==> config.mk <==
export PLATFORM = sky130hd
export DESIGN_NAME = rcst_top
export DESIGN_NICKNAME = d
export VERILOG_FILES = /design/src/inc/rcst_pkg.sv /design/src/design/rcst_top.sv
export SDC_FILE = /design/constraint.sdc
export NUM_CORES = 1
export LEC_CHECK = 0
export BUFFER_PORTS_ARGS = -buffer_cell sky130_fd_sc_hd__buf_2
export CAP_MARGIN = 20
export CORE_AREA = 2 2 92 94
export CTS_CLUSTER_DIAMETER = 30
export DETAILED_ROUTE_END_ITERATION = 12
export DIE_AREA = 0 0 94 96
export PLACE_DENSITY_LB_ADDON = 0.2
export SLEW_MARGIN = 20
export SYNTH_ARGS = -nofsm -noshare
export SYNTH_HDL_FRONTEND = slang
export SYNTH_SLANG_ARGS = --single-unit
==> constraint.sdc <==
create_clock -name clk -period 6 [get_ports clk]
set_input_delay 1.2 -clock clk [delete_from_list [all_inputs] [get_ports clk]]
set_output_delay 1.2 -clock clk [all_outputs]
set_load 0.01 [all_outputs]
==> src/inc/rcst_pkg.sv <==
// Package for the reset cause and start-up timer block.
// Assumes a 10 MHz system clock and a classic Wishbone register bus.
package rcst_pkg;

	// Register indices as printed; byte address is four times the index
	localparam logic [7:0] RCST_IDX_STATUS = 8'h03;
	localparam logic [7:0] RCST_IDX_POWER_CONTROL_FLAGS   = 8'h8e;
	localparam logic [7:0] RCST_IDX_CTRL   = 8'hc0;
	localparam logic [7:0] RCST_IDX_CAUSE  = 8'hc1;
	localparam logic [7:0] RCST_IDX_PC     = 8'hc2;

	// Field positions
	localparam int RCST_BIT_TO    = 4;
	localparam int RCST_BIT_PD    = 3;
	localparam int RCST_BIT_POR   = 1;
	localparam int RCST_BIT_BOD   = 0;
	localparam int RCST_BIT_EEIF  = 7;
	localparam int RCST_BIT_ADIF  = 6;
	localparam int RCST_BIT_CMIF  = 3;
	localparam int RCST_BIT_T1IF  = 0;

	// Reset values
	localparam logic [7:0] RCST_STATUS_RST = 8'h18;
	localparam logic [1:0] RCST_POWER_CONTROL_FLAGS_RST   = 2'h0;

	// Program counter targets
	localparam logic [12:0] RCST_PC_RESET  = 13'h0000;
	localparam logic [12:0] RCST_PC_VECTOR = 13'h0004;

	// Oscillator-select codes that need the start-up count
	localparam logic [2:0] RCST_OSC_LP = 3'h0;
	localparam logic [2:0] RCST_OSC_XT = 3'h1;
	localparam logic [2:0] RCST_OSC_HS = 3'h2;

	// Timing
	localparam int RCST_CLK_HZ        = 10000000;
	localparam int RCST_POWERUP_DELAY_TIMER_MS       = 72;
	localparam int RCST_POWERUP_DELAY_TIMER_CYCLES   = (RCST_POWERUP_DELAY_TIMER_MS * (RCST_CLK_HZ / 1000));
	localparam int RCST_OST_PERIODS   = 1024;
	localparam int RCST_GLITCH_CYCLES = 4;

	// Wishbone slave request and answer
	typedef struct packed {
		logic        cyc;
		logic        stb;
		logic        we;
		logic [3:0]  sel;
		logic [9:0]  adr;
		logic [31:0] dat;
	} rcst_wb_req_t;

	typedef struct packed {
		logic        ack;
		logic [31:0] dat;
	} rcst_wb_rsp_t;

	// Configuration word fields
	typedef struct packed {
		logic       brownoutDetectEnable;
		logic       extResetPinSelect;
		logic       powerupDelayEnableN;
		logic [2:0] oscSelect;
	} rcst_cfg_t;

	// Reset cause codes
	typedef enum logic [2:0] {
		RCST_CAUSE_NONE,
		RCST_CAUSE_POR,
		RCST_CAUSE_WDT_RUN,
		RCST_CAUSE_WDT_SLEEP,
		RCST_CAUSE_PIN_RUN,
		RCST_CAUSE_PIN_SLEEP,
		RCST_CAUSE_BOD
	} rcst_cause_t;

endpackage

==> src/design/rcst_top.sv <==
// Reset sequencer: merges reset requests, times start-up, keeps cause flags.
// Assumes supply monitor, pin, watchdog and wake inputs are synchronous to clk.
//
// Notes on behaviour
// - Six distinct reset causes are recognised
// - Resets load defaults; watchdog wake keeps them
// - Short reset-pin glitches are filtered out
// - Watchdog reset never drives the pin
// - Internal-reset option ignores pin, no pull-up
// - Power-on holds reset until supply good
// - 72 ms delay only after power-on/brown-out
// - Delay-enable config bit is active low
// - 1024 oscillator cycles follow the delay
// - Start-up count: crystal modes, power-on/brown-out/wake only
// - Qualified brown-out resets when detection enabled
// - Hold reset until supply above brown-out
// - Brown-out skips delay when delay disabled
// - Brown-out during delay restarts full delay
// - Delay then count; none for external clock
// - Delays timed from power-on, not pin
// - Delay combinations follow the mode table
// - Power-on clears power flag; software sets it
// - Brown-out clears brown-out flag; software sets it (code clears it only for a brown-out seen in ST_RUN)
// - Time-out/power-down flags follow the cause table
// - Reset loads PC zero; wakes continue, vector
// - Interrupt wake sets the waking peripheral flag
// - Codes 000, 001, 010 are crystal modes
`timescale 1ns/1ns

module rcst_top (
	input  wire logic                  clk,
	input  wire logic                  sys_rst,
	input  wire rcst_pkg::rcst_wb_req_t wbReq,
	output rcst_pkg::rcst_wb_rsp_t      wbRsp,
	input  wire rcst_pkg::rcst_cfg_t   cfg,
	input  wire logic                  supplyPowerOk,
	input  wire logic                  belowBrownoutThreshold,
	input  wire logic                  ext_reset_n,
	input  wire logic                  watchdogTimeout,
	input  wire logic                  sleeping,
	input  wire logic                  oscTick,
	input  wire logic                  irqWake,
	input  wire logic [3:0]            irqWakeSource,
	input  wire logic                  global_irq_enable,
	input  wire logic [12:0]           sleepPc,
	output logic                       coreReset,
	output logic                       resumeWake,
	output logic [12:0]                pcLoad,
	output logic                       pcLoadValid,
	output logic [7:0]                 peripheralFlags,
	output logic                       extPinDriveOe
);

	typedef enum logic [2:0] {
		ST_PORHOLD,
		ST_BODHOLD,
		ST_POWERUP_DELAY_TIMER,
		ST_OST,
		ST_PINWAIT,
		ST_RUN
	} state_t;

	state_t      state_r;
	logic [19:0] cnt_r;
	logic [10:0] oscCnt_r;
	logic [2:0]  glitch_r;
	logic        pinLow_r;
	logic [7:0]  status_r;
	logic [1:0]  power_control_flags_r;
	logic [2:0]  cause_r;
	logic        wakeOst_r;
	logic        brownoutQual;
	logic        pinAsserted;
	logic        wbHit;
	logic        wbCommit;
	logic        wakeNeedsOst;
	logic [31:0] rdData;

	// Crystal modes need the oscillator start-up count
	function automatic logic isCrystal(input logic [2:0] osc);
		return (osc == rcst_pkg::RCST_OSC_LP) || (osc == rcst_pkg::RCST_OSC_XT) ||
			(osc == rcst_pkg::RCST_OSC_HS);
	endfunction

	localparam logic [19:0] POWERUP_DELAY_TIMER_LAST = 20'(rcst_pkg::RCST_POWERUP_DELAY_TIMER_CYCLES - 1);
	localparam logic [10:0] OST_DONE  = 11'(rcst_pkg::RCST_OST_PERIODS);
	localparam logic [2:0]  GLITCH_N  = 3'(rcst_pkg::RCST_GLITCH_CYCLES);

	assign brownoutQual = cfg.brownoutDetectEnable && belowBrownoutThreshold;
	// Pin tied inactive when the internal-reset option is chosen
	assign pinAsserted  = cfg.extResetPinSelect && pinLow_r;
	assign wakeNeedsOst = isCrystal(cfg.oscSelect);
	assign wbHit        = wbReq.cyc && wbReq.stb && !wbRsp.ack;
	// Writes land on the edge where the master sees ack, not before
	assign wbCommit     = wbReq.cyc && wbReq.stb && wbRsp.ack && wbReq.we;

	// Glitch filter: pin must stay low for several cycles to count
	always_ff @(posedge clk) begin
		if (sys_rst) begin
			glitch_r <= 3'h0;
			pinLow_r <= 1'b0;
		end else if (ext_reset_n) begin
			glitch_r <= 3'h0;
			pinLow_r <= 1'b0;
		end else if (glitch_r != GLITCH_N) begin
			glitch_r <= glitch_r + 3'h1;
		end else begin
			pinLow_r <= 1'b1;
		end
	end

	// Sequencer; sys_rst stands in for the power-on pulse
	always_ff @(posedge clk) begin
		if (sys_rst) begin
			state_r      <= ST_PORHOLD;
			cnt_r        <= 20'h0;
			oscCnt_r     <= 11'h0;
		end else begin
			case (state_r)
				ST_PORHOLD: begin
					cnt_r    <= 20'h0;
					oscCnt_r <= 11'h0;
					// Power-on does not re-trigger on a falling supply
					if (supplyPowerOk && !brownoutQual) begin
						if (!cfg.powerupDelayEnableN)
							state_r <= ST_POWERUP_DELAY_TIMER;
						else if (isCrystal(cfg.oscSelect))
							state_r <= ST_OST;
						else
							state_r <= ST_PINWAIT;
					end
				end
				ST_BODHOLD: begin
					cnt_r    <= 20'h0;
					oscCnt_r <= 11'h0;
					if (!brownoutQual) begin
						// Brown-out delay skipped when the delay bit is set
						if (!cfg.powerupDelayEnableN)
							state_r <= ST_POWERUP_DELAY_TIMER;
						else if (isCrystal(cfg.oscSelect))
							state_r <= ST_OST;
						else
							state_r <= ST_PINWAIT;
					end
				end
				ST_POWERUP_DELAY_TIMER: begin
					if (brownoutQual) begin
						state_r <= ST_BODHOLD;
					end else if (cnt_r == POWERUP_DELAY_TIMER_LAST) begin
						cnt_r <= 20'h0;
						// Crystal modes add the count after power-on and brown-out alike
						if (isCrystal(cfg.oscSelect))
							state_r <= ST_OST;
						else
							state_r <= ST_PINWAIT;
					end else begin
						cnt_r <= cnt_r + 20'h1;
					end
				end
				ST_OST: begin
					if (brownoutQual)
						state_r <= ST_BODHOLD;
					else if (oscCnt_r == OST_DONE)
						state_r <= ST_PINWAIT;
					else if (oscTick)
						oscCnt_r <= oscCnt_r + 11'h1;
				end
				ST_PINWAIT: begin
					// Delays already expired: run as soon as the pin lets go
					if (brownoutQual)
						state_r <= ST_BODHOLD;
					else if (!pinAsserted)
						state_r <= ST_RUN;
				end
				ST_RUN: begin
					if (brownoutQual)
						state_r <= ST_BODHOLD;
					else if (pinAsserted || (watchdogTimeout && !sleeping))
						state_r <= ST_PINWAIT;
					else if (sleeping && (irqWake || watchdogTimeout) && wakeNeedsOst) begin
						oscCnt_r <= 11'h0;
						state_r  <= ST_OST;
					end
				end
				default: state_r <= ST_PORHOLD;
			endcase
		end
	end

	// Cause, status and power flags; software writes lose to hardware events
	always_ff @(posedge clk) begin
		if (sys_rst) begin
			status_r <= rcst_pkg::RCST_STATUS_RST;
			power_control_flags_r   <= rcst_pkg::RCST_POWER_CONTROL_FLAGS_RST;
			cause_r  <= 3'(rcst_pkg::RCST_CAUSE_POR);
		end else begin
			if (wbCommit && wbReq.sel[0]) begin
				if (wbReq.adr[7:0] == rcst_pkg::RCST_IDX_STATUS)
					status_r[2:0] <= wbReq.dat[2:0];
				if (wbReq.adr[7:0] == rcst_pkg::RCST_IDX_POWER_CONTROL_FLAGS)
					power_control_flags_r <= wbReq.dat[1:0];
			end
			if (state_r == ST_RUN) begin
				if (brownoutQual) begin
					power_control_flags_r[rcst_pkg::RCST_BIT_BOD]  <= 1'b0;
					power_control_flags_r[rcst_pkg::RCST_BIT_POR]  <= 1'b1;
					status_r[rcst_pkg::RCST_BIT_TO] <= 1'b1;
					status_r[rcst_pkg::RCST_BIT_PD] <= 1'b1;
					cause_r <= 3'(rcst_pkg::RCST_CAUSE_BOD);
				end else if (pinAsserted && sleeping) begin
					status_r[rcst_pkg::RCST_BIT_TO] <= 1'b1;
					status_r[rcst_pkg::RCST_BIT_PD] <= 1'b0;
					cause_r <= 3'(rcst_pkg::RCST_CAUSE_PIN_SLEEP);
				end else if (pinAsserted) begin
					cause_r <= 3'(rcst_pkg::RCST_CAUSE_PIN_RUN);
				end else if (watchdogTimeout && sleeping) begin
					status_r[rcst_pkg::RCST_BIT_TO] <= 1'b0;
					status_r[rcst_pkg::RCST_BIT_PD] <= 1'b0;
					cause_r <= 3'(rcst_pkg::RCST_CAUSE_WDT_SLEEP);
				end else if (watchdogTimeout) begin
					status_r[rcst_pkg::RCST_BIT_TO] <= 1'b0;
					cause_r <= 3'(rcst_pkg::RCST_CAUSE_WDT_RUN);
				end else if (irqWake && sleeping) begin
					status_r[rcst_pkg::RCST_BIT_TO] <= 1'b1;
					status_r[rcst_pkg::RCST_BIT_PD] <= 1'b0;
				end
			end
		end
	end

	// Program counter load and peripheral wake flags
	always_ff @(posedge clk) begin
		if (sys_rst) begin
			pcLoad          <= rcst_pkg::RCST_PC_RESET;
			pcLoadValid     <= 1'b0;
			resumeWake      <= 1'b0;
			peripheralFlags <= 8'h00;
			wakeOst_r       <= 1'b0;
		end else begin
			pcLoadValid <= 1'b0;
			resumeWake  <= 1'b0;
			// A brown-out turns a pending wake into a full reset
			if (state_r == ST_BODHOLD)
				wakeOst_r <= 1'b0;
			if (state_r == ST_PINWAIT && !pinAsserted && !brownoutQual) begin
				// A wake that waited for the crystal keeps its resume address
				if (!wakeOst_r)
					pcLoad <= rcst_pkg::RCST_PC_RESET;
				pcLoadValid <= 1'b1;
				wakeOst_r   <= 1'b0;
			end else if (state_r == ST_RUN && sleeping && !pinAsserted && !brownoutQual &&
				(irqWake || watchdogTimeout)) begin
				// Wake-up is resumption: no register defaults applied
				resumeWake  <= 1'b1;
				pcLoadValid <= !wakeNeedsOst;
				wakeOst_r   <= wakeNeedsOst;
				if (irqWake && !watchdogTimeout && global_irq_enable)
					pcLoad <= rcst_pkg::RCST_PC_VECTOR;
				else
					pcLoad <= 13'(sleepPc + 13'h1);
				if (irqWake && !watchdogTimeout) begin
					peripheralFlags[rcst_pkg::RCST_BIT_EEIF] <= irqWakeSource[3];
					peripheralFlags[rcst_pkg::RCST_BIT_ADIF] <= irqWakeSource[2];
					peripheralFlags[rcst_pkg::RCST_BIT_CMIF] <= irqWakeSource[1];
					peripheralFlags[rcst_pkg::RCST_BIT_T1IF] <= irqWakeSource[0];
				end
			end
		end
	end

	// Internal reset, released on a clock edge
	always_ff @(posedge clk) begin
		if (sys_rst)
			coreReset <= 1'b1;
		else
			coreReset <= (state_r != ST_RUN) ||
				(brownoutQual || pinAsserted || (watchdogTimeout && !sleeping));
	end

	// The pin is never driven; watchdog reset stays internal
	always_ff @(posedge clk) begin
		extPinDriveOe <= 1'b0;
	end

	// Read mux
	always_comb begin
		rdData = 32'h0;
		case (wbReq.adr[7:0])
			rcst_pkg::RCST_IDX_STATUS: rdData = {24'h0, status_r};
			rcst_pkg::RCST_IDX_POWER_CONTROL_FLAGS:   rdData = {30'h0, power_control_flags_r};
			rcst_pkg::RCST_IDX_CTRL:   rdData = {26'h0, cfg};
			rcst_pkg::RCST_IDX_CAUSE:  rdData = {29'h0, cause_r};
			rcst_pkg::RCST_IDX_PC:     rdData = {19'h0, pcLoad};
			default:                   rdData = 32'h0;
		endcase
	end

	// Wishbone answer one cycle after request; unmapped reads zero
	always_ff @(posedge clk) begin
		if (sys_rst) begin
			wbRsp <= '0;
		end else begin
			wbRsp.ack <= wbHit;
			wbRsp.dat <= wbHit ? rdData : 32'h0;
		end
	end

	a_pin_never_driven: assert property (@(posedge clk) disable iff (sys_rst)
		!extPinDriveOe) else $error("reset pin driven");

	a_glitch_ignored: assert property (@(posedge clk) disable iff (sys_rst)
		$fell(ext_reset_n) ##1 ext_reset_n |-> !pinLow_r) else $error("glitch caused reset");

	a_pin_masked: assert property (@(posedge clk) disable iff (sys_rst)
		!cfg.extResetPinSelect |-> !pinAsserted) else $error("pin acted while masked");

	a_bod_restart: assert property (@(posedge clk) disable iff (sys_rst)
		(state_r == ST_POWERUP_DELAY_TIMER && brownoutQual) |=> state_r == ST_BODHOLD) else $error("no restart");

	a_reset_in_delay: assert property (@(posedge clk) disable iff (sys_rst)
		state_r == ST_POWERUP_DELAY_TIMER |=> coreReset) else $error("left reset during delay");

	a_no_delay_disabled: assert property (@(posedge clk) disable iff (sys_rst)
		(state_r == ST_BODHOLD && cfg.powerupDelayEnableN && !brownoutQual)
		|=> state_r != ST_POWERUP_DELAY_TIMER) else $error("delay ran while disabled");

	a_bod_flag_clear: assert property (@(posedge clk) disable iff (sys_rst)
		(state_r == ST_RUN && brownoutQual) |=> !power_control_flags_r[rcst_pkg::RCST_BIT_BOD]) else $error("brown-out flag");

	a_wdt_to_clear: assert property (@(posedge clk) disable iff (sys_rst)
		(state_r == ST_RUN && watchdogTimeout && !brownoutQual && !pinAsserted)
		|=> !status_r[rcst_pkg::RCST_BIT_TO]) else $error("time-out flag not cleared");

	a_reset_pc_zero: assert property (@(posedge clk) disable iff (sys_rst)
		(state_r == ST_PINWAIT && !pinAsserted && !brownoutQual && !wakeOst_r)
		|=> pcLoadValid && pcLoad == rcst_pkg::RCST_PC_RESET ##1 !coreReset) else $error("reset PC");

endmodule

==> out/results.ini <==
[worst_setup_path]
slowest_stage = a31oi_4
end_kind = flop
crit_fanout = 22
cp_top_family = compound AO/OA/AOI/OAI gates
cp_cell_sequence = buf_2 > and2_1 > or3_1 > a31oi_4 > a41oi_1 > a311oi_1
path_buf_inv = 1
arrival_ns = 3.24
worstSetupPathType = in2reg
slowest_delay_ns = 0.56
crit_required_ns = 6.27
setup.worst_path.start_class = primary input

[sta]
fmax_ghz = 0.337
worst_slew_pin_slew_ns = 0.954
finalSetupViolations = 0
finalCritPeriodShare_pct = 49.5
skew_ns = 0.0146
finalMaxSlewViolations = 0
maxSlewHeadroom_pct = 36.0
rsz0062_at_grt = no
hold_viol = 0
setup_tns_ns = 0
fin_crit_ns = 2.97

[power_and_ir_drop]
sequentialPowerShare_pct = 42.3
leakagePower_nw = 1.90
switching_share_pct = 32.4
p_clk_share_pct = 35.4
p_sw_mw = 0.466
peakVddDrop_mv = 0.179
p_per_area_nw_per_um2 = 292
pwr-share-comb_pct = 22.3
finalPower_mw = 1.44
internal_power_mw = 0.973

[clock_tree]
clock_latency_ns = 0.36
cts_setup_buffers = 0
cts.sinks = 83
cts_hold_buf = 0
cts_buffers = 9
cts_buffer_depth = 2
cts.htree.levels = 3
cts_resized = 0
cts_tree = yes
clockRootBuffer = clkbuf_8
cts.clk_slew.worst_paths_ns = 0.10

[route]
drt_iter0_drc = 253
antenna_left = 0
vias = 4016
drt_first_pass_iters = 6
post_drt_wl_per_cell_um = 14.3
drc = 0
wirelength_um = 9950
drt-vias-per-instance = 5.78

[synthesis]
synth-warning-count = 0
yosys_register_bits = 83
yosysUniqueCellTypes = 65
seq_area_frac_synth_pct = 38.4
postSynth.asyncResetShare_pct = 0
synth_area_leaders = dfxtp_1 38%, nor2_1 5.6%, buf_4 4.2%, nand2_1 3.6%, a21oi_1 3.4%
yosysTopAreaCell = dfxtp_1
synthCells = 519
synth_top_area_share_pct = 38.4
ys.flop_type = dfxtp_1
synth_edf_count = 0
synth_area_um2 = 4330
avgSynthCellArea_um2 = 8.35

[job]
cap_viol_max_count = 0

[grt]
grt_pass1_vias = 3425
use_met2_pct = 36.3
grt.met1_usage_pct = 28.4
grt.overflow.total = 0
grt_pass1_wl_um = 15800
grt_antenna_before_repair = 0
grt.busiest_layer = met2
grt_max_degree = 63
met3_usage_pct = 3.99
track_usage_pct = 22.0

[layout]
area_growth_pct = 13.7
stdcell_count = 695
fillers = 707
antennaDiodeCount = 0
multi_input_area_um2 = 2430
num-nets-final = 673
drive_gt1_share_pct = 19.7
regArea_um2 = 1660

[floorplanning]
chipHeight_um = 96
rows = 33
ioPinCount = 140
die_w_um = 94
core-area_um2 = 8050
die_area_um2 = 9020
initial_utilization_pct = 53.8

[placed_design]
hpwl_um = 7120
port_buffers = 81
gp_congestion = 0.882
dpl.cell_count = 679

[worst_hold_path]
hp-class = reg2reg

[outcome]
status = completed

[cell type report]
cell class	count	area share (%)
tap	105	2.67
inverter	7	0.534
multi-input combinational	401	49.4
clock inverter	7	2.64
clock buffer	9	2.52
sequential	83	33.7
timing repair buffer	83	8.54
[cells in the mapped netlist, types with 6 or more instances]
| master | count |
|---|---|
| a21oi_1 | 29 |
| a22oi_1 | 12 |
| a311oi_1 | 15 |
| and2_1 | 12 |
| buf_2 | 7 |
| buf_4 | 24 |
| clkbuf_1 | 17 |
| dfxtp_1 | 83 |
| ha_1 | 6 |
| inv_1 | 7 |
| mux2i_1 | 12 |
| nand2_1 | 42 |
| nand3_1 | 18 |
| nor2_1 | 65 |
| nor3_1 | 20 |
| nor4_1 | 7 |
| o21ai_0 | 23 |
| or3_1 | 9 |
| xnor2_1 | 9 |
[worst register-to-register path: cells and delay by family, from the launching register on]
| kind | cells | cell delay (ns) |
|---|---|---|
| compound gates | 3 | 1.12 |
| simple gates | 3 | 0.81 |
| flops | 1 | 0.41 |
[routing by layer]
metal / vias up / wire length (um)
met3: 12 / 784
met4: 0 / 139
met2: 157 / 4720
met1: 1847 / 4310
li1: 2000 / -
met5: - / 0
[through the flow]
step           hold WS [ns]  utilization (%)  area [um2]  setup WS (ns)
6_report              0.472             61.2        4920           3.03
5_1_grt               0.498             61.2        4920           2.90
4_1_cts               0.473             61.2        4920           3.08
3_5_place_dp          0.450             58.0        4670           2.67
3_3_place_gp          0.450             58.0        4670           2.74
2_1_floorplan         0.430                -        4420           3.25
[path summary, 6_finish.rpt]
kind | start | endpoint | slack [ns] | cells past startpoint
setup / recovery | belowBrownoutThreshold | cnt_r[18] | 3.03 | 6
hold / removal | pcLoad[8] | pcLoad[8] | 0.47 | 2
setup reg to reg | cnt_r[10] | state_r[2] | 3.51 | 6
hold reg to reg | pcLoad[8] | pcLoad[8] | 0.47 | 2
[power groups by stage]
stage          registers [mW]  logic, mW  clock network (mW)
2_1_floorplan           0.600      0.271                   0
3_3_place_gp            0.622      0.311                   0
3_5_place_dp            0.622      0.317                   0
4_1_cts                 0.608      0.319               0.519
5_1_grt                 0.616      0.361               0.539
6_report                0.610      0.321               0.509
[sequential cells by signal, summed over array words and instances (netlist names)]
name and cells:
cause_r 3, oscCnt_r 11, power_control_flags_r 2, peripheralFlags 4, pcLoad 13, pcLoadValid 1
state_r 3, glitch_r 3, wakeOst_r 1, status_r 5, coreReset 1, resumeWake 1
cnt_r 20, pinLow_r 1, wbRsp 14
[placed cells by master, fill, tap and decap left out, drive strengths merged, types with 6 or more instances in the layout]
cell	n
mux2i	12
conb	24
clkbuf	9
dfxtp	83
xnor2	9
a21oi	29
nand2b	6
nor3	23
inv	11
o21ai	26
or3	9
ha	6
nor2	66
a311oi	17
nand2	42
a22oi	12
a21boi	7
nor4	7
nand3	18
buf	83
and2	12
[cell families (layout without fill, tap and decap cells)]
family                   Yosys count  after routing  share of synthesized area [%]
AO/OA/AOI/OAI                    128            128                           20.9
XOR/XNOR                          13             13                           2.63
adder cells (fa/ha/maj)            6              6                           1.73
buffers and inverters             58            106                           7.54
flip-flops                        83             83                           38.4
multiplexers                      15             15                           3.55
other                              1             24                         0.0866
AND/OR/NAND/NOR                  215            215                           25.2
No activity file was read; power rests on OpenSTA's default activity.
